===== config.mk =====
export PLATFORM = sky130hd
export DESIGN_NAME = secsi_dev_flat
export DESIGN_NICKNAME = d
export VERILOG_FILES = /design/src/secsi_pkg.sv /design/src/secsi_if.sv /design/src/secsi_dev.sv /design/src/flat_wrapper.sv
export VERILOG_INCLUDE_DIRS = /design/src
export SDC_FILE = /design/constraint.sdc
export NUM_CORES = 1
export LEC_CHECK = 0
export ABC_AREA = 1
export BUFFER_PORTS_ARGS = -buffer_cell sky130_fd_sc_hd__clkbuf_2
export CAP_MARGIN = 5
export CORE_MARGIN = 2
export CORE_UTILIZATION = 40
export DETAILED_ROUTE_END_ITERATION = 8
export GPL_TIMING_DRIVEN = 0
export PLACE_DENSITY = 0.8
export RECOVER_POWER = 50
export SETUP_SLACK_MARGIN = 0.1
export SLEW_MARGIN = 0
export SYNTH_ARGS = -nofsm -noshare
export SYNTH_HDL_FRONTEND = slang
export SYNTH_SLANG_ARGS = --single-unit

===== constraint.sdc =====
create_clock -name i_ref_clk -period 1.22 [get_ports i_ref_clk]
set_input_delay 0.061 -clock i_ref_clk [delete_from_list [all_inputs] [get_ports i_ref_clk]]
set_output_delay 0.061 -clock i_ref_clk [all_outputs]
set_load 0.005 [all_outputs]

===== src/secsi_params.svh =====
`ifndef SECSI_PARAMS_SVH
`define SECSI_PARAMS_SVH
`define ADDR_UNLOCK1_W   12'h555
`define ADDR_UNLOCK2_W   12'h2AA
`define ADDR_UNLOCK1_B   12'hAAA
`define ADDR_UNLOCK2_B   12'h554
`define DATA_UNLOCK1     16'h00AA
`define DATA_UNLOCK2     16'h0055
`define DATA_ENTRY       16'h0088
`define DATA_PROG_SETUP  16'h00A0
`define DATA_EXIT        16'h0090
`define ADDR_EXIT_TAIL   12'h000
`define DATA_EXIT_TAIL   16'h0000
`define REGION_WORDS     256
`define FACTORY_LAST     8'h7F
`endif


===== src/secsi_pkg.sv =====
package secsi_pkg;
  typedef enum logic [2:0] {
    ST_IDLE,
    ST_UNL1,
    ST_UNL2,
    ST_PROG
  } cmd_state_t;
  typedef enum logic [2:0] {
    H_IDLE,
    H_WR,
    H_DONE
  } host_state_t;
  typedef enum logic [1:0] {
    OP_ENTER,
    OP_PROGRAM,
    OP_EXIT
  } host_op_t;
endpackage


===== src/secsi_if.sv =====
`timescale 1ns/1ns
interface secsi_if #(
  parameter int AW = 24,
  parameter int DW = 16
);
  logic          wr;
  logic          byte_mode;
  logic [AW-1:0] addr;
  logic [DW-1:0] wdata;
  modport dev (input wr, byte_mode, addr, wdata);
  modport host (output wr, byte_mode, addr, wdata);
endinterface


===== src/secsi_dev.sv =====
`timescale 1ns/1ns
`include "secsi_params.svh"
module secsi_dev #(
  parameter int AW     = 24,
  parameter int DW     = 16,
  parameter int SEC_AW = 15
) (
  input  wire logic            i_ref_clk,
  input  wire logic            i_arst_n,
  secsi_if.dev                 bus,
  input  wire logic            i_busy,
  output logic                 o_region_mapped,
  output logic                 o_prog_stb,
  output logic                 o_prog_region,
  output logic                 o_prog_factory,
  output logic [AW-1:0]        o_prog_addr,
  output logic [DW-1:0]        o_prog_data,
  input  wire logic [AW-1:0]   i_rd_addr,
  output logic                 o_rd_region,
  output logic [7:0]           o_rd_region_addr
);
  import secsi_pkg::*;

  typedef struct packed {
    secsi_pkg::cmd_state_t st;
    logic                  mapped;
    logic                  stb;
    logic                  preg;
    logic                  pfac;
    logic [AW-1:0]         paddr;
    logic [DW-1:0]         pdata;
    logic                  rreg;
    logic [7:0]            raddr;
  } dev_state_t;

  dev_state_t s_r;
  dev_state_t s_nxt;

  // ------------------------------------------------------------
  // command address match, word or byte form
  // ------------------------------------------------------------
  function automatic logic is_off(input logic [AW-1:0] a, input logic bm,
                                  input logic [11:0] w, input logic [11:0] b);
    is_off = bm ? (a == AW'(b)) : (a == AW'(w));
  endfunction

  function automatic logic in_sector0(input logic [AW-1:0] a);
    in_sector0 = (a >> SEC_AW) == '0;
  endfunction

  logic u1;
  logic u2;
  logic cmd_a;
  always_comb begin
    u1    = is_off(bus.addr, bus.byte_mode, `ADDR_UNLOCK1_W, `ADDR_UNLOCK1_B);
    u2    = is_off(bus.addr, bus.byte_mode, `ADDR_UNLOCK2_W, `ADDR_UNLOCK2_B);
    cmd_a = u1;
  end

  // ------------------------------------------------------------
  // sequence decoder
  // ------------------------------------------------------------
  always_comb begin
    s_nxt     = s_r;
    s_nxt.stb = 1'b0;
    // mapped region decode covers all of sector 0 (address bits above SEC_AW zero); only the low 8 bits are forwarded
    s_nxt.rreg  = s_r.mapped && in_sector0(i_rd_addr);
    s_nxt.raddr = i_rd_addr[7:0];
    if (bus.wr) begin
      if (i_busy) begin
        s_nxt.st = ST_IDLE;
      end else begin
        case (s_r.st)
          ST_IDLE: begin
            if (u1 && bus.wdata == `DATA_UNLOCK1) s_nxt.st = ST_UNL1;
          end
          ST_UNL1: begin
            if (u2 && bus.wdata == `DATA_UNLOCK2) s_nxt.st = ST_UNL2;
            else s_nxt.st = ST_IDLE;
          end
          ST_UNL2: begin
            s_nxt.st = ST_IDLE;
            if (cmd_a && bus.wdata == `DATA_ENTRY) begin
              s_nxt.mapped = 1'b1;
            end else if (cmd_a && bus.wdata == `DATA_EXIT) begin
              s_nxt.mapped = 1'b0;
            end else if (cmd_a && bus.wdata == `DATA_PROG_SETUP) begin
              s_nxt.st = ST_PROG;
            end
          end
          ST_PROG: begin
            s_nxt.st    = ST_IDLE;
            s_nxt.stb   = 1'b1;
            s_nxt.paddr = bus.addr;
            s_nxt.pdata = bus.wdata;
            s_nxt.preg  = s_r.mapped && in_sector0(bus.addr);
            s_nxt.pfac  = bus.addr[7:0] <= `FACTORY_LAST;
          end
          default: s_nxt.st = ST_IDLE;
        endcase
      end
    end
  end

  always_ff @(posedge i_ref_clk or negedge i_arst_n) begin
    if (!i_arst_n) begin
      s_r <= '0;
    end else begin
      s_r <= s_nxt;
    end
  end

  assign o_region_mapped  = s_r.mapped;
  assign o_prog_stb       = s_r.stb;
  assign o_prog_region    = s_r.preg;
  assign o_prog_factory   = s_r.pfac;
  assign o_prog_addr      = s_r.paddr;
  assign o_prog_data      = s_r.pdata;
  assign o_rd_region      = s_r.rreg;
  assign o_rd_region_addr = s_r.raddr;
endmodule


===== src/flat_wrapper.sv =====
// flat-port wrapper written by rule: the top's interface ports become plain ports
module secsi_dev_flat import secsi_pkg::*;
#(
  parameter int AW     = 24,
  parameter int DW     = 16,
  parameter int SEC_AW = 15
)
  (i_ref_clk, i_arst_n, i_busy, o_region_mapped, o_prog_stb, o_prog_region, o_prog_factory, o_prog_addr, o_prog_data, i_rd_addr, o_rd_region, o_rd_region_addr, bus_wr, bus_byte_mode, bus_addr, bus_wdata);
  secsi_if #(.AW(AW), .DW(DW)) bus_i ();
  input  wire logic i_ref_clk;
  input  wire logic i_arst_n;
  input  wire logic i_busy;
  output logic o_region_mapped;
  output logic o_prog_stb;
  output logic o_prog_region;
  output logic o_prog_factory;
  output logic [AW-1:0] o_prog_addr;
  output logic [DW-1:0] o_prog_data;
  input  wire logic [AW-1:0] i_rd_addr;
  output logic o_rd_region;
  output logic [7:0] o_rd_region_addr;
  input wire logic [$bits(bus_i.wr)-1:0] bus_wr;
  input wire logic [$bits(bus_i.byte_mode)-1:0] bus_byte_mode;
  input wire logic [$bits(bus_i.addr)-1:0] bus_addr;
  input wire logic [$bits(bus_i.wdata)-1:0] bus_wdata;
  assign bus_i.wr = bus_wr;
  assign bus_i.byte_mode = bus_byte_mode;
  assign bus_i.addr = bus_addr;
  assign bus_i.wdata = bus_wdata;
  secsi_dev #(.AW(AW), .DW(DW), .SEC_AW(SEC_AW)) u_core (.i_ref_clk(i_ref_clk), .i_arst_n(i_arst_n), .bus(bus_i), .i_busy(i_busy), .o_region_mapped(o_region_mapped), .o_prog_stb(o_prog_stb), .o_prog_region(o_prog_region), .o_prog_factory(o_prog_factory), .o_prog_addr(o_prog_addr), .o_prog_data(o_prog_data), .i_rd_addr(i_rd_addr), .o_rd_region(o_rd_region), .o_rd_region_addr(o_rd_region_addr));
endmodule

==> impl_results.html, run 1 <==
<table>
<tr><th>Metric</th><th>Value</th></tr>
<tr><th colspan="2">Floorplan</th></tr>
<tr><td>Die Y</td><td>89.9 um</td></tr>
<tr><td>Row Count</td><td>31</td></tr>
<tr><td>Starting density of the core</td><td>0.409</td></tr>
<tr><td>Core Area</td><td>0.00721 mm2</td></tr>
<tr><td>Floorplan die area</td><td>0.00808 mm2</td></tr>
<tr><td>Number of ports placed on the die boundary</td><td>122</td></tr>
<tr><td>Horiz. Die Dim</td><td>89.9 um</td></tr>
<tr><th colspan="2">Finish</th></tr>
<tr><td>Diodes inserted</td><td>0</td></tr>
<tr><td>Finished Layout Cells</td><td>649</td></tr>
<tr><td>Area taken by multi-input logic gates</td><td>0.00106 mm2</td></tr>
<tr><td>Relative area change from synthesis to final layout</td><td>41.8%</td></tr>
<tr><td>Fill cell total of the finished layout</td><td>688</td></tr>
<tr><td>Final instance area</td><td>0.00418 mm2</td></tr>
<tr><td>Net count reported at finish</td><td>618</td></tr>
<tr><td>Sequential cell area in the final layout</td><td>0.00138 mm2</td></tr>
<tr><td>Ratio of cells with drive above 1 in the final layout</td><td>0.362</td></tr>
<tr><th colspan="2">Route</th></tr>
<tr><td>Detailed Route Iter0 Violations</td><td>82</td></tr>
<tr><td>DR pass1 iterations</td><td>4</td></tr>
<tr><td>Overall routed net length</td><td>7910 um</td></tr>
<tr><td>Wirelength per Cell</td><td>12.2 um</td></tr>
<tr><td>Met2 routed wirelength</td><td>4130 um</td></tr>
<tr><td>Number of antenna-violating nets in the routed design</td><td>0</td></tr>
<tr><td>Highest metal used</td><td>met4</td></tr>
<tr><td>Met1 Wirelength</td><td>3310 um</td></tr>
<tr><td>DRC Markers</td><td>0</td></tr>
<tr><td>Number of vias per cell after detailed routing</td><td>4.55</td></tr>
<tr><td>Wire length on met3</td><td>390 um</td></tr>
<tr><td>Number of vias in the routed layout</td><td>2953</td></tr>
<tr><th colspan="2">Synthesis</th></tr>
<tr><td>Proportion of synthesized chip area in sequential cells</td><td>0.466</td></tr>
<tr><td>Top cells by count, synth</td><td>sky130_fd_sc_hd__nand2_1 (137), sky130_fd_sc_hd__dfrtp_1 (55), sky130_fd_sc_hd__buf_4 (48), sky130_fd_sc_hd__nor2_1 (41), sky130_fd_sc_hd__inv_1 (29)</td></tr>
<tr><td>Netlist area before placement</td><td>0.00295 mm2</td></tr>
<tr><td>Number of enable-type register cells in the synthesized netlist</td><td>0</td></tr>
<tr><td>Syn_area_per_cell</td><td>7.55 um2</td></tr>
<tr><td>Cell taking the most area after synthesis</td><td>sky130_fd_sc_hd__dfrtp_1</td></tr>
<tr><td>Most numerous cell in the Yosys netlist</td><td>sky130_fd_sc_hd__nand2_1</td></tr>
<tr><td>Post-synthesis cell type count</td><td>23</td></tr>
<tr><td>Flop and latch count out of synthesis</td><td>55</td></tr>
<tr><td>Net count after synthesis</td><td>460</td></tr>
<tr><td>Async set-or-reset flop fraction in the synthesized netlist</td><td>1.00</td></tr>
<tr><td>Main flop type after synthesis</td><td>sky130_fd_sc_hd__dfrtp_1</td></tr>
<tr><td>Warnings from Yosys</td><td>0</td></tr>
<tr><td>Share of Yosys cell area claimed by the top area cell type</td><td>0.466</td></tr>
<tr><td>Number of instances in the synthesized netlist</td><td>391</td></tr>
<tr><td>Largest cells by area after synthesis</td><td>sky130_fd_sc_hd__dfrtp_1 (47%), sky130_fd_sc_hd__nand2_1 (17%), sky130_fd_sc_hd__buf_4 (12%)</td></tr>
<tr><th colspan="2">STA</th></tr>
<tr><td>Final setup skew</td><td>0.00364 ns</td></tr>
<tr><td>Final Setup Violations</td><td>2</td></tr>
<tr><td>WHS</td><td>-0.000733 ns</td></tr>
<tr><td>Peak Freq</td><td>0.799 GHz</td></tr>
<tr><td>Worst Tran Pin Value</td><td>0.524 ns</td></tr>
<tr><td>Max-slew violation total from the final report</td><td>0</td></tr>
<tr><td>Unrepaired setup endpoints after global routing</td><td>true</td></tr>
<tr><td>Final worst slack</td><td>-0.0323 ns</td></tr>
<tr><td>Fin. Hold Viols</td><td>1</td></tr>
<tr><td>Min Tclk post-route</td><td>1.25 ns</td></tr>
<tr><td>Worst slew margin relative to its limit</td><td>0.651</td></tr>
<tr><td>Portion of the clock cycle consumed by the worst path in the final layout</td><td>1.03</td></tr>
<tr><th colspan="2">Worst setup path</th></tr>
<tr><td>Cell type of the slowest stage on the worst timing path</td><td>sky130_fd_sc_hd__dfrtp_2</td></tr>
<tr><td>Critical path startpoint category</td><td>flip-flop</td></tr>
<tr><td>R2R depth</td><td>4</td></tr>
<tr><td>Biggest fanout along the worst timing path</td><td>6</td></tr>
<tr><td>Worst endpoint data arrival time</td><td>1.45 ns</td></tr>
<tr><td>Worst setup slack for register-to-register paths</td><td>-0.03 ns</td></tr>
<tr><td>Data required, critical path</td><td>1.42 ns</td></tr>
<tr><td>Cell-by-cell listing of the critical path</td><td>nor4_2, nand3_1, o21ai_1, nand2_1</td></tr>
<tr><td>Capture point of the worst reg-to-reg path</td><td>u_core.o_region_mapped</td></tr>
<tr><td>Worst Setup End Kind</td><td>flip-flop</td></tr>
<tr><td>Category of the most critical setup path</td><td>reg2reg</td></tr>
<tr><td>Reg-to-reg startpoint</td><td>u_core.s_r[53]</td></tr>
<tr><td>Peak per-stage delay on the critical path</td><td>0.47 ns</td></tr>
<tr><th colspan="2">Placed design</th></tr>
<tr><td>Post-Place Cell Area</td><td>0.00367 mm2</td></tr>
<tr><td>Post-detail-place hpwl</td><td>5730 um</td></tr>
<tr><td>Routability Congestion</td><td>0.861</td></tr>
<tr><td>Pre-CTS worst setup slack</td><td>-0.102 ns</td></tr>
<tr><td>Buffers added on ports</td><td>114</td></tr>
<tr><td>Post-placement cell count</td><td>605</td></tr>
<tr><th colspan="2">Power</th></tr>
<tr><td>Leak pwr</td><td>2.40 nW</td></tr>
<tr><td>Power density cells</td><td>796 mW/mm2</td></tr>
<tr><td>VDD IR max</td><td>0.440 mV</td></tr>
<tr><th colspan="2">Clocking</th></tr>
<tr><td>Clock latency reported for the late side of the worst-skew pair</td><td>0.30 ns</td></tr>
<tr><td>Cts-stage hold buffer count</td><td>33</td></tr>
<tr><td>Clock transition at path regs</td><td>0.10 ns</td></tr>
<tr><td>Clock tree root buffer cell</td><td>sky130_fd_sc_hd__clkbuf_8</td></tr>
<tr><td>Htree depth</td><td>2</td></tr>
<tr><td>CTS tree</td><td>built</td></tr>
<tr><td>Clk sinks</td><td>55</td></tr>
<tr><td>Maximum root-to-sink buffer count</td><td>2</td></tr>
<tr><td>Clock buffer count from CTS</td><td>5</td></tr>
<tr><th colspan="2">Outcome</th></tr>
<tr><td>Failing checks</td><td>negative hold slack, negative setup slack</td></tr>
<tr><td>Status</td><td>finished, violations left</td></tr>
<tr><th colspan="2">GRT</th></tr>
<tr><td>Number of antenna violations at the first check in global routing</td><td>0</td></tr>
<tr><td>Remaining global-route overflow</td><td>0</td></tr>
<tr><td>Wire length of the first global-routing pass</td><td>13100 um</td></tr>
<tr><td>Combined global-route utilization of all metal layers</td><td>0.198</td></tr>
<tr><td>Maximum number of pins on one net before global-route repair</td><td>37</td></tr>
<tr><td>Vias in the first global route</td><td>2921</td></tr>
<tr><th colspan="2">Worst hold path</th></tr>
<tr><td>Count of cells along the worst hold path</td><td>3</td></tr>
<tr><td>Worst min path class</td><td>in2reg</td></tr>
<tr><td>End point of the most critical hold path</td><td>u_core.o_rd_region</td></tr>
<tr><td>Hold Startpoint</td><td>i_rd_addr[23]</td></tr>
<tr><th colspan="2">Flow run</th></tr>
<tr><td>Maxcap violations</td><td>0</td></tr>
</table>
state kept, by name (all words and copies together) (netlist names):
signal,flops
u_core.o_prog_addr,24
u_core.o_prog_data,16
u_core.o_rd_region_addr,8
u_core.s_r,2
u_core.o_prog_factory,1
u_core.o_prog_region,1
u_core.o_prog_stb,1
u_core.o_rd_region,1
u_core.o_region_mapped,1
layout make-up:
class                   instances  area share
flip-flops and latches         55       0.329
repair buffers                151       0.224
well taps                      99      0.0296
clock buffers                   6      0.0173
clock inverters                 2     0.00299
plain buffers                  58       0.112
inverters                      33      0.0302
multi-input cells             245       0.254
critical path: cells and delay by family (launching register included):
family,cells,cell delay (ns)
AOI/OAI and AO/OA,1,0.15
DFF,1,0.47
and+or+nand+nor,3,0.53
worst max-delay path by stage:
stage / depth (start not counted) / slack (ns) / end / from
2_1_floorplan: 6 / 0.14 / u_core.o_prog_addr[12] / u_core.s_r[53]
3_3_place_gp: 1 / -0.06 / u_core.o_prog_data[2] / i_arst_n
3_5_place_dp: 5 / -0.10 / u_core.o_prog_addr[10] / u_core.s_r[53]
4_1_cts: 9 / 0.02 / u_core.s_r[54] / u_core.s_r[54]
5_1_grt: 9 / -0.14 / u_core.s_r[54] / u_core.s_r[54]
6_report: 4 / -0.03 / u_core.o_region_mapped / u_core.s_r[53]
per-layer routing:
metal / GRT usage / vias to the layer above
li1: - / 1479
met1: 0.242 / 1356
met2: 0.355 / 110
met3: 0.0386 / 8
met4: 0.0564 / 0
met5: 0 / -
cell usage in the layout (no fill, tap or decap), drive strengths merged:
master        count
buf              61
clkinv            1
clkinvlp          1
a21oi             3
nor3              4
or4               1
nand3            18
nor2             47
nand3b            3
nand2           139
dlygate4sd3      31
clkbuf          121
nor4              2
o21ai            25
o41ai             1
dlymetal6s4s      2
nand4             2
dfrtp            55
inv              33
cells by family after synthesis:
family / after synthesis / synth area share
flops: 55 / 0.466
compound gates: 29 / 0.0505
buf+inv: 91 / 0.182
simple gates: 216 / 0.301
repair_timing:
action	CTS	global route
endpoints found under the hold margin	48	1
pin swaps	0	1
endpoints found under the setup margin	46	45
setup buffers	1	2
resized for setup	18	11
power by group:
group,internal [mW],switching (mW)
Combinational,0.230,0.248
Clock,0.403,0.582
Sequential,1.84,0.0230
Total,2.48,0.853
metrics by stage:
stage	utilization	total power, mW	TNS [ns]
2_1_floorplan	-	2.06	0
3_3_place_gp	0.506	2.27	-3.66
3_5_place_dp	0.508	2.29	-2.98
4_1_cts	0.575	3.38	0
5_1_grt	0.580	3.50	-1.72
6_report	0.580	3.33	-0.0345
Note: power is estimated with default switching activity, not from simulation.
==> run 2: changes to the inputs <==
==> constraint.sdc (replaced) <==
create_clock -name i_ref_clk -period 1.22 [get_ports i_ref_clk]
set_input_delay 0.061 -clock i_ref_clk [delete_from_list [all_inputs] [get_ports i_ref_clk]]
set_output_delay 0.061 -clock i_ref_clk [all_outputs]
set_load 0.02 [all_outputs]
==> run 2 against run 1 <==
- the run still ends with negative hold slack, negative setup slack left
- final area about the same
- maximum frequency barely moved
- sequential cell count did not move
==> impl_results.html, run 2 (synthesized netlist as in run 1, its figures left out) <==
<table>
<tr><th>Metric</th><th>Value</th></tr>
<tr><th colspan="2">Floorplan</th></tr>
<tr><td>Starting density of the core</td><td>0.409</td></tr>
<tr><td>Horiz. Die Dim</td><td>89.9 um</td></tr>
<tr><td>Floorplan die area</td><td>0.00808 mm2</td></tr>
<tr><td>Number of ports placed on the die boundary</td><td>122</td></tr>
<tr><td>Core Area</td><td>0.00721 mm2</td></tr>
<tr><td>Die Y</td><td>89.9 um</td></tr>
<tr><td>Row Count</td><td>31</td></tr>
<tr><th colspan="2">Outcome</th></tr>
<tr><td>Failing checks</td><td>negative hold slack, negative setup slack</td></tr>
<tr><td>Status</td><td>finished, violations left</td></tr>
<tr><th colspan="2">STA</th></tr>
<tr><td>WHS</td><td>-0.000746 ns</td></tr>
<tr><td>Final Setup Violations</td><td>2</td></tr>
<tr><td>Min Tclk post-route</td><td>1.25 ns</td></tr>
<tr><td>Final setup skew</td><td>0.00364 ns</td></tr>
<tr><td>Final worst slack</td><td>-0.0312 ns</td></tr>
<tr><td>Unrepaired setup endpoints after global routing</td><td>true</td></tr>
<tr><td>Worst slew margin relative to its limit</td><td>0.651</td></tr>
<tr><td>Portion of the clock cycle consumed by the worst path in the final layout</td><td>1.03</td></tr>
<tr><td>Max-slew violation total from the final report</td><td>0</td></tr>
<tr><td>Worst Tran Pin Value</td><td>0.524 ns</td></tr>
<tr><td>Peak Freq</td><td>0.799 GHz</td></tr>
<tr><td>Fin. Hold Viols</td><td>1</td></tr>
<tr><th colspan="2">Route</th></tr>
<tr><td>Wire length on met3</td><td>368 um</td></tr>
<tr><td>Number of vias per cell after detailed routing</td><td>4.55</td></tr>
<tr><td>Highest metal used</td><td>met4</td></tr>
<tr><td>DRC Markers</td><td>0</td></tr>
<tr><td>Met2 routed wirelength</td><td>4130 um</td></tr>
<tr><td>Met1 Wirelength</td><td>3340 um</td></tr>
<tr><td>Number of antenna-violating nets in the routed design</td><td>0</td></tr>
<tr><td>Wirelength per Cell</td><td>12.2 um</td></tr>
<tr><td>DR pass1 iterations</td><td>4</td></tr>
<tr><td>Detailed Route Iter0 Violations</td><td>82</td></tr>
<tr><td>Overall routed net length</td><td>7910 um</td></tr>
<tr><td>Number of vias in the routed layout</td><td>2951</td></tr>
<tr><th colspan="2">Worst setup path</th></tr>
<tr><td>Critical path startpoint category</td><td>flip-flop</td></tr>
<tr><td>Biggest fanout along the worst timing path</td><td>6</td></tr>
<tr><td>Data required, critical path</td><td>1.42 ns</td></tr>
<tr><td>Worst endpoint data arrival time</td><td>1.45 ns</td></tr>
<tr><td>Category of the most critical setup path</td><td>reg2reg</td></tr>
<tr><td>Worst Setup End Kind</td><td>flip-flop</td></tr>
<tr><td>R2R depth</td><td>4</td></tr>
<tr><th colspan="2">Clocking</th></tr>
<tr><td>Clock tree root buffer cell</td><td>sky130_fd_sc_hd__clkbuf_8</td></tr>
<tr><td>Clock buffer count from CTS</td><td>5</td></tr>
<tr><td>Maximum root-to-sink buffer count</td><td>2</td></tr>
<tr><td>Cts-stage hold buffer count</td><td>33</td></tr>
<tr><td>Clk sinks</td><td>55</td></tr>
<tr><td>CTS tree</td><td>built</td></tr>
<tr><td>Clock latency reported for the late side of the worst-skew pair</td><td>0.30 ns</td></tr>
<tr><td>Htree depth</td><td>2</td></tr>
<tr><td>Clock transition at path regs</td><td>0.10 ns</td></tr>
<tr><th colspan="2">Finish</th></tr>
<tr><td>Most common library cell in the layout ignoring fill and taps</td><td>sky130_fd_sc_hd__nand2_1</td></tr>
<tr><td>Relative area change from synthesis to final layout</td><td>41.7%</td></tr>
<tr><td>Diodes inserted</td><td>0</td></tr>
<tr><td>Largest register FFs</td><td>24</td></tr>
<tr><td>Final instance area</td><td>0.00418 mm2</td></tr>
<tr><td>Utilization after layout</td><td>0.579</td></tr>
<tr><td>Ratio of cells with drive above 1 in the final layout</td><td>0.358</td></tr>
<tr><td>Net count reported at finish</td><td>618</td></tr>
<tr><td>Commonest non-fill, non-tap cells in the layout</td><td>sky130_fd_sc_hd__nand2_1 (137), sky130_fd_sc_hd__clkbuf_2 (111), sky130_fd_sc_hd__dfrtp_1 (54)</td></tr>
<tr><th colspan="2">GRT</th></tr>
<tr><td>Maximum number of pins on one net before global-route repair</td><td>37</td></tr>
<tr><td>Number of antenna violations at the first check in global routing</td><td>0</td></tr>
<tr><td>Combined global-route utilization of all metal layers</td><td>0.198</td></tr>
<tr><td>Vias in the first global route</td><td>2921</td></tr>
<tr><td>Wire length of the first global-routing pass</td><td>13100 um</td></tr>
<tr><td>Remaining global-route overflow</td><td>0</td></tr>
<tr><th colspan="2">Placed design</th></tr>
<tr><td>Buffers added on ports</td><td>114</td></tr>
<tr><td>Routability Congestion</td><td>0.861</td></tr>
<tr><td>Post-detail-place hpwl</td><td>5730 um</td></tr>
<tr><td>Post-Place Cell Area</td><td>0.00367 mm2</td></tr>
<tr><th colspan="2">Worst hold path</th></tr>
<tr><td>Count of cells along the worst hold path</td><td>3</td></tr>
<tr><td>Worst min path class</td><td>in2reg</td></tr>
<tr><th colspan="2">Power</th></tr>
<tr><td>Power density cells</td><td>800 mW/mm2</td></tr>
<tr><td>Leak pwr</td><td>2.40 nW</td></tr>
<tr><td>VDD IR max</td><td>0.440 mV</td></tr>
<tr><th colspan="2">Flow run</th></tr>
<tr><td>Maxcap violations</td><td>0</td></tr>
</table>
run 2: path summary, 6_finish.rpt:
check                                  startpoint                          to  slack, ns
min in group asynchronous                i_arst_n  u_core.o_rd_region_addr[6]       0.26
min reg2reg                u_core.o_prog_addr[22]      u_core.o_prog_addr[22]       0.49
max                                u_core.s_r[53]      u_core.o_region_mapped      -0.03
min                                 i_rd_addr[23]          u_core.o_rd_region    -0.0007
max in group asynchronous                i_arst_n       u_core.o_prog_addr[0]       0.25
max reg2reg                        u_core.s_r[53]      u_core.o_region_mapped      -0.03
run 2: layout make-up:
type / instances / area, um2
multi-input cells: 245 / 1060
plain buffers: 58 / 470
well taps: 99 / 124
flip-flops and latches: 55 / 1380
clock buffers: 6 / 72.6
repair buffers: 151 / 935
fillers: 690 / 3030
inverters: 33 / 126
clock inverters: 2 / 12.5
run 2: critical path: stages, from the launching register on:
cell and delay, ns:
sky130_fd_sc_hd__dfrtp_2 0.47, sky130_fd_sc_hd__nor4_2 0.32, sky130_fd_sc_hd__nand3_1 0.14, sky130_fd_sc_hd__o21ai_1 0.15, sky130_fd_sc_hd__nand2_1 0.07
run 2: per-stage QoR:
step           total power, mW  hold slack (ns)  TNS (ns)  cells  setup WS, ns
3_3_place_gp              2.28            0.170     -3.66    604       -0.0567
5_1_grt                   3.52          -0.0216     -1.72    649        -0.139
3_5_place_dp              2.30           0.0742     -2.98    605        -0.102
2_1_floorplan             2.08           -0.235         0    391         0.138
4_1_cts                   3.40          -0.0202         0    647        0.0231
6_report                  3.34        -0.000746   -0.0334    649       -0.0312
run 2: layer usage:
layer / global-route usage / up-vias
met5: 0 / -
met4: 0.0564 / 0
met3: 0.0386 / 8
met2: 0.355 / 107
met1: 0.242 / 1357
li1: - / 1479
run 2: what timing repair did:
action / 4_1_cts / 5_1_grt
buffers inserted: 1 / 2
endpoints found under the setup margin: 46 / 45
pin swaps: 0 / 1
hold endpoints to repair: 48 / 1
resized for setup: 18 / 11
run 2: where the power goes:
| group | leakage [nW] | internal [mW] | switching (mW) |
|---|---|---|---|
| Combinational | 1.61 | 0.231 | 0.264 |
| Sequential | 0.748 | 1.84 | 0.0228 |
| Clock | 0.0412 | 0.403 | 0.580 |
==> run 3: changes to the inputs <==
--- a/config.mk
+++ b/config.mk
@@ -15,6 +15,7 @@
 export GPL_TIMING_DRIVEN = 0
 export PLACE_DENSITY = 0.8
 export RECOVER_POWER = 50
+export REMOVE_ABC_BUFFERS = 1
 export SETUP_SLACK_MARGIN = 0.1
 export SLEW_MARGIN = 0
 export SYNTH_ARGS = -nofsm -noshare
==> run 3 against run 2 <==
- the run ends with negative setup slack left
- final area fell by 3.2%
- sequential share of layout area rose by 1.1 points
- combinational power rose by 9.7%
- die area did not move
- register-to-register slack barely moved
- via count fell by 4.1%
- critical path depth rose by 2
- core utilization fell by 1.9 points
- first-iteration DRC count rose by 6.1%
- non-clock buffer count fell by 45
- count of clock-buffer cells in the layout fell by 1
- clock power rose by 21%
- critical path type unchanged
- largest cell class is now registers
- largest power group unchanged
==> impl_results.html, run 3 (synthesized netlist as in run 1, its figures left out) <==
<table>
<tr><th>Metric</th><th>Value</th></tr>
<tr><th colspan="2">Outcome</th></tr>
<tr><td>Status</td><td>finished, violations left</td></tr>
<tr><td>Failing checks</td><td>negative setup slack</td></tr>
<tr><th colspan="2">Worst setup path</th></tr>
<tr><td>Capture point of the worst reg-to-reg path</td><td>u_core.o_prog_addr[10]</td></tr>
<tr><td>Worst setup slack for register-to-register paths</td><td>-0.03 ns</td></tr>
<tr><td>Peak per-stage delay on the critical path</td><td>0.41 ns</td></tr>
<tr><td>R2R depth</td><td>6</td></tr>
<tr><td>Critical path startpoint category</td><td>flip-flop</td></tr>
<tr><td>Cell-by-cell listing of the critical path</td><td>buf_4, nand3_4, buf_12, buf_8, nand2_1, o21ai_1</td></tr>
<tr><td>Category of the most critical setup path</td><td>reg2reg</td></tr>
<tr><td>Cell type of the slowest stage on the worst timing path</td><td>sky130_fd_sc_hd__dfrtp_2</td></tr>
<tr><td>Reg-to-reg startpoint</td><td>u_core.s_r[54]</td></tr>
<tr><td>Data required, critical path</td><td>1.41 ns</td></tr>
<tr><td>Worst Setup End Kind</td><td>flip-flop</td></tr>
<tr><td>Biggest fanout along the worst timing path</td><td>7</td></tr>
<tr><td>Worst endpoint data arrival time</td><td>1.44 ns</td></tr>
<tr><th colspan="2">Route</th></tr>
<tr><td>Number of vias in the routed layout</td><td>2831</td></tr>
<tr><td>Detailed Route Iter0 Violations</td><td>87</td></tr>
<tr><td>Number of antenna-violating nets in the routed design</td><td>0</td></tr>
<tr><td>DR pass1 iterations</td><td>4</td></tr>
<tr><td>Wirelength per Cell</td><td>13.5 um</td></tr>
<tr><td>DRC Markers</td><td>0</td></tr>
<tr><td>Number of vias per cell after detailed routing</td><td>4.69</td></tr>
<tr><td>Overall routed net length</td><td>8170 um</td></tr>
<tr><th colspan="2">STA</th></tr>
<tr><td>Final worst slack</td><td>-0.0314 ns</td></tr>
<tr><td>Unrepaired setup endpoints after global routing</td><td>true</td></tr>
<tr><td>Portion of the clock cycle consumed by the worst path in the final layout</td><td>1.03</td></tr>
<tr><td>Final setup skew</td><td>0.00297 ns</td></tr>
<tr><td>Worst Tran Pin Value</td><td>0.623 ns</td></tr>
<tr><td>Min Tclk post-route</td><td>1.25 ns</td></tr>
<tr><td>Max-slew violation total from the final report</td><td>0</td></tr>
<tr><td>Peak Freq</td><td>0.799 GHz</td></tr>
<tr><td>Fin. Hold Viols</td><td>0</td></tr>
<tr><td>WHS</td><td>0.0137 ns</td></tr>
<tr><td>Final Setup Violations</td><td>31</td></tr>
<tr><td>Worst slew margin relative to its limit</td><td>0.585</td></tr>
<tr><th colspan="2">Finish</th></tr>
<tr><td>Ratio of cells with drive above 1 in the final layout</td><td>0.311</td></tr>
<tr><td>Fill cell total of the finished layout</td><td>686</td></tr>
<tr><td>Net count reported at finish</td><td>574</td></tr>
<tr><td>Most common library cell in the layout ignoring fill and taps</td><td>sky130_fd_sc_hd__nand2_1</td></tr>
<tr><td>Relative area change from synthesis to final layout</td><td>37.1%</td></tr>
<tr><td>Final instance area</td><td>0.00405 mm2</td></tr>
<tr><td>Diodes inserted</td><td>0</td></tr>
<tr><td>Commonest non-fill, non-tap cells in the layout</td><td>sky130_fd_sc_hd__nand2_1 (121), sky130_fd_sc_hd__clkbuf_2 (84), sky130_fd_sc_hd__dfrtp_1 (53)</td></tr>
<tr><td>Largest register FFs</td><td>24</td></tr>
<tr><th colspan="2">GRT</th></tr>
<tr><td>Combined global-route utilization of all metal layers</td><td>0.199</td></tr>
<tr><td>Number of antenna violations at the first check in global routing</td><td>0</td></tr>
<tr><td>Vias in the first global route</td><td>2709</td></tr>
<tr><td>Maximum number of pins on one net before global-route repair</td><td>34</td></tr>
<tr><td>Wire length of the first global-routing pass</td><td>13000 um</td></tr>
<tr><td>Remaining global-route overflow</td><td>0</td></tr>
<tr><th colspan="2">Clocking</th></tr>
<tr><td>Clock latency reported for the late side of the worst-skew pair</td><td>0.30 ns</td></tr>
<tr><td>Maximum root-to-sink buffer count</td><td>2</td></tr>
<tr><td>Htree depth</td><td>2</td></tr>
<tr><td>Clk sinks</td><td>55</td></tr>
<tr><td>Clock transition at path regs</td><td>0.10 ns</td></tr>
<tr><td>Clock tree root buffer cell</td><td>sky130_fd_sc_hd__clkbuf_8</td></tr>
<tr><td>Clock buffer count from CTS</td><td>5</td></tr>
<tr><td>Cts-stage hold buffer count</td><td>32</td></tr>
<tr><td>CTS tree</td><td>built</td></tr>
<tr><th colspan="2">Power</th></tr>
<tr><td>VDD IR max</td><td>0.487 mV</td></tr>
<tr><td>Power density cells</td><td>890 mW/mm2</td></tr>
<tr><td>Leak pwr</td><td>2.12 nW</td></tr>
<tr><th colspan="2">Floorplan</th></tr>
<tr><td>Row Count</td><td>31</td></tr>
<tr><td>Starting density of the core</td><td>0.409</td></tr>
<tr><td>Number of ports placed on the die boundary</td><td>122</td></tr>
<tr><td>Die Y</td><td>89.9 um</td></tr>
<tr><td>Horiz. Die Dim</td><td>89.9 um</td></tr>
<tr><td>Floorplan die area</td><td>0.00808 mm2</td></tr>
<tr><td>Core Area</td><td>0.00721 mm2</td></tr>
<tr><th colspan="2">Placed design</th></tr>
<tr><td>Post-detail-place hpwl</td><td>5120 um</td></tr>
<tr><td>Post-Place Cell Area</td><td>0.00328 mm2</td></tr>
<tr><td>Buffers added on ports</td><td>114</td></tr>
<tr><td>Routability Congestion</td><td>0.855</td></tr>
<tr><td>Pre-CTS worst setup slack</td><td>-0.404 ns</td></tr>
<tr><th colspan="2">Worst hold path</th></tr>
<tr><td>Hold Startpoint</td><td>bus_wdata[7]</td></tr>
<tr><td>Count of cells along the worst hold path</td><td>3</td></tr>
<tr><td>End point of the most critical hold path</td><td>u_core.o_prog_data[7]</td></tr>
<tr><td>Worst min path class</td><td>in2reg</td></tr>
<tr><th colspan="2">Flow run</th></tr>
<tr><td>Maxcap violations</td><td>0</td></tr>
</table>
run 3: cell types whose count changed in the layout (fill, tap and decap cells not counted), sizes merged:
cell	delta
dlygate4sd3	+1
bufinv	+1
clkbuf	-2
clkinv	-1
nand3	+1
dlymetal6s4s	-2
buf	-43
run 3: stage by stage:
step | total power [mW] | setup TNS (ns) | utilization | cells
2_1_floorplan | 2.05 | -42.61 | - | 333
3_3_place_gp | 2.26 | -84.07 | 0.448 | 546
3_5_place_dp | 2.28 | -10.87 | 0.454 | 548
4_1_cts | 3.62 | -0.00857 | 0.557 | 601
5_1_grt | 3.79 | -2.52 | 0.561 | 604
6_report | 3.60 | -0.403 | 0.561 | 604
run 3: power by group:
group / internal [mW] / leakage (nW) / switching (mW)
clock: 0.601 / 0.0502 / 0.592
sequential: 1.84 / 0.746 / 0.0176
combinational: 0.249 / 1.33 / 0.294
run 3: layout make-up:
class                   instances  area, um2  area share
flip-flops and latches         55       1380       0.341
multi-input cells             246       1180       0.292
repair buffers                164       1120       0.276
inverters                      33        140      0.0346
well taps                      99        124      0.0306
clock buffers                   5       68.8      0.0170
clock inverters                 2       37.5     0.00928
run 3: per-layer routing:
metal,track usage,share of wire,vias up
li1,-,-,1389
met1,0.262,0.43,1347
met2,0.350,0.51,90
met3,0.0319,0.053,5
met4,0.0397,0.0065,0
met5,0,0,-
run 3: how the worst max path moves through the flow:
stage	to	slack, ns	depth (start not counted)	from
floorplan	u_core.o_prog_addr[12]	-1.16	4	u_core.s_r[53]
global placement	u_core.o_prog_addr[19]	-2.19	4	u_core.s_r[53]
finish	u_core.o_prog_addr[10]	-0.03	6	u_core.s_r[54]
global route	u_core.s_r[54]	-0.14	9	u_core.s_r[54]
detailed placement	u_core.o_prog_region	-0.40	3	u_core.s_r[53]
CTS	u_core.s_r[54]	-0.009	9	u_core.s_r[54]
run 3: timing repair:
item,4_1_cts,5_1_grt
resized for setup,46,9
hold endpoints to repair,51,1
endpoints found under the setup margin,46,46
setup buffers,10,3
pin swaps,23,5
cloned,4,0
run 3: worst max-delay path: cells and delay by family (launching register included):
family / cells / cell delay, ns
AOI/OAI and AO/OA: 1 / 0.07
buffers and inverters: 3 / 0.47
DFF: 1 / 0.41
and+or+nand+nor: 2 / 0.19
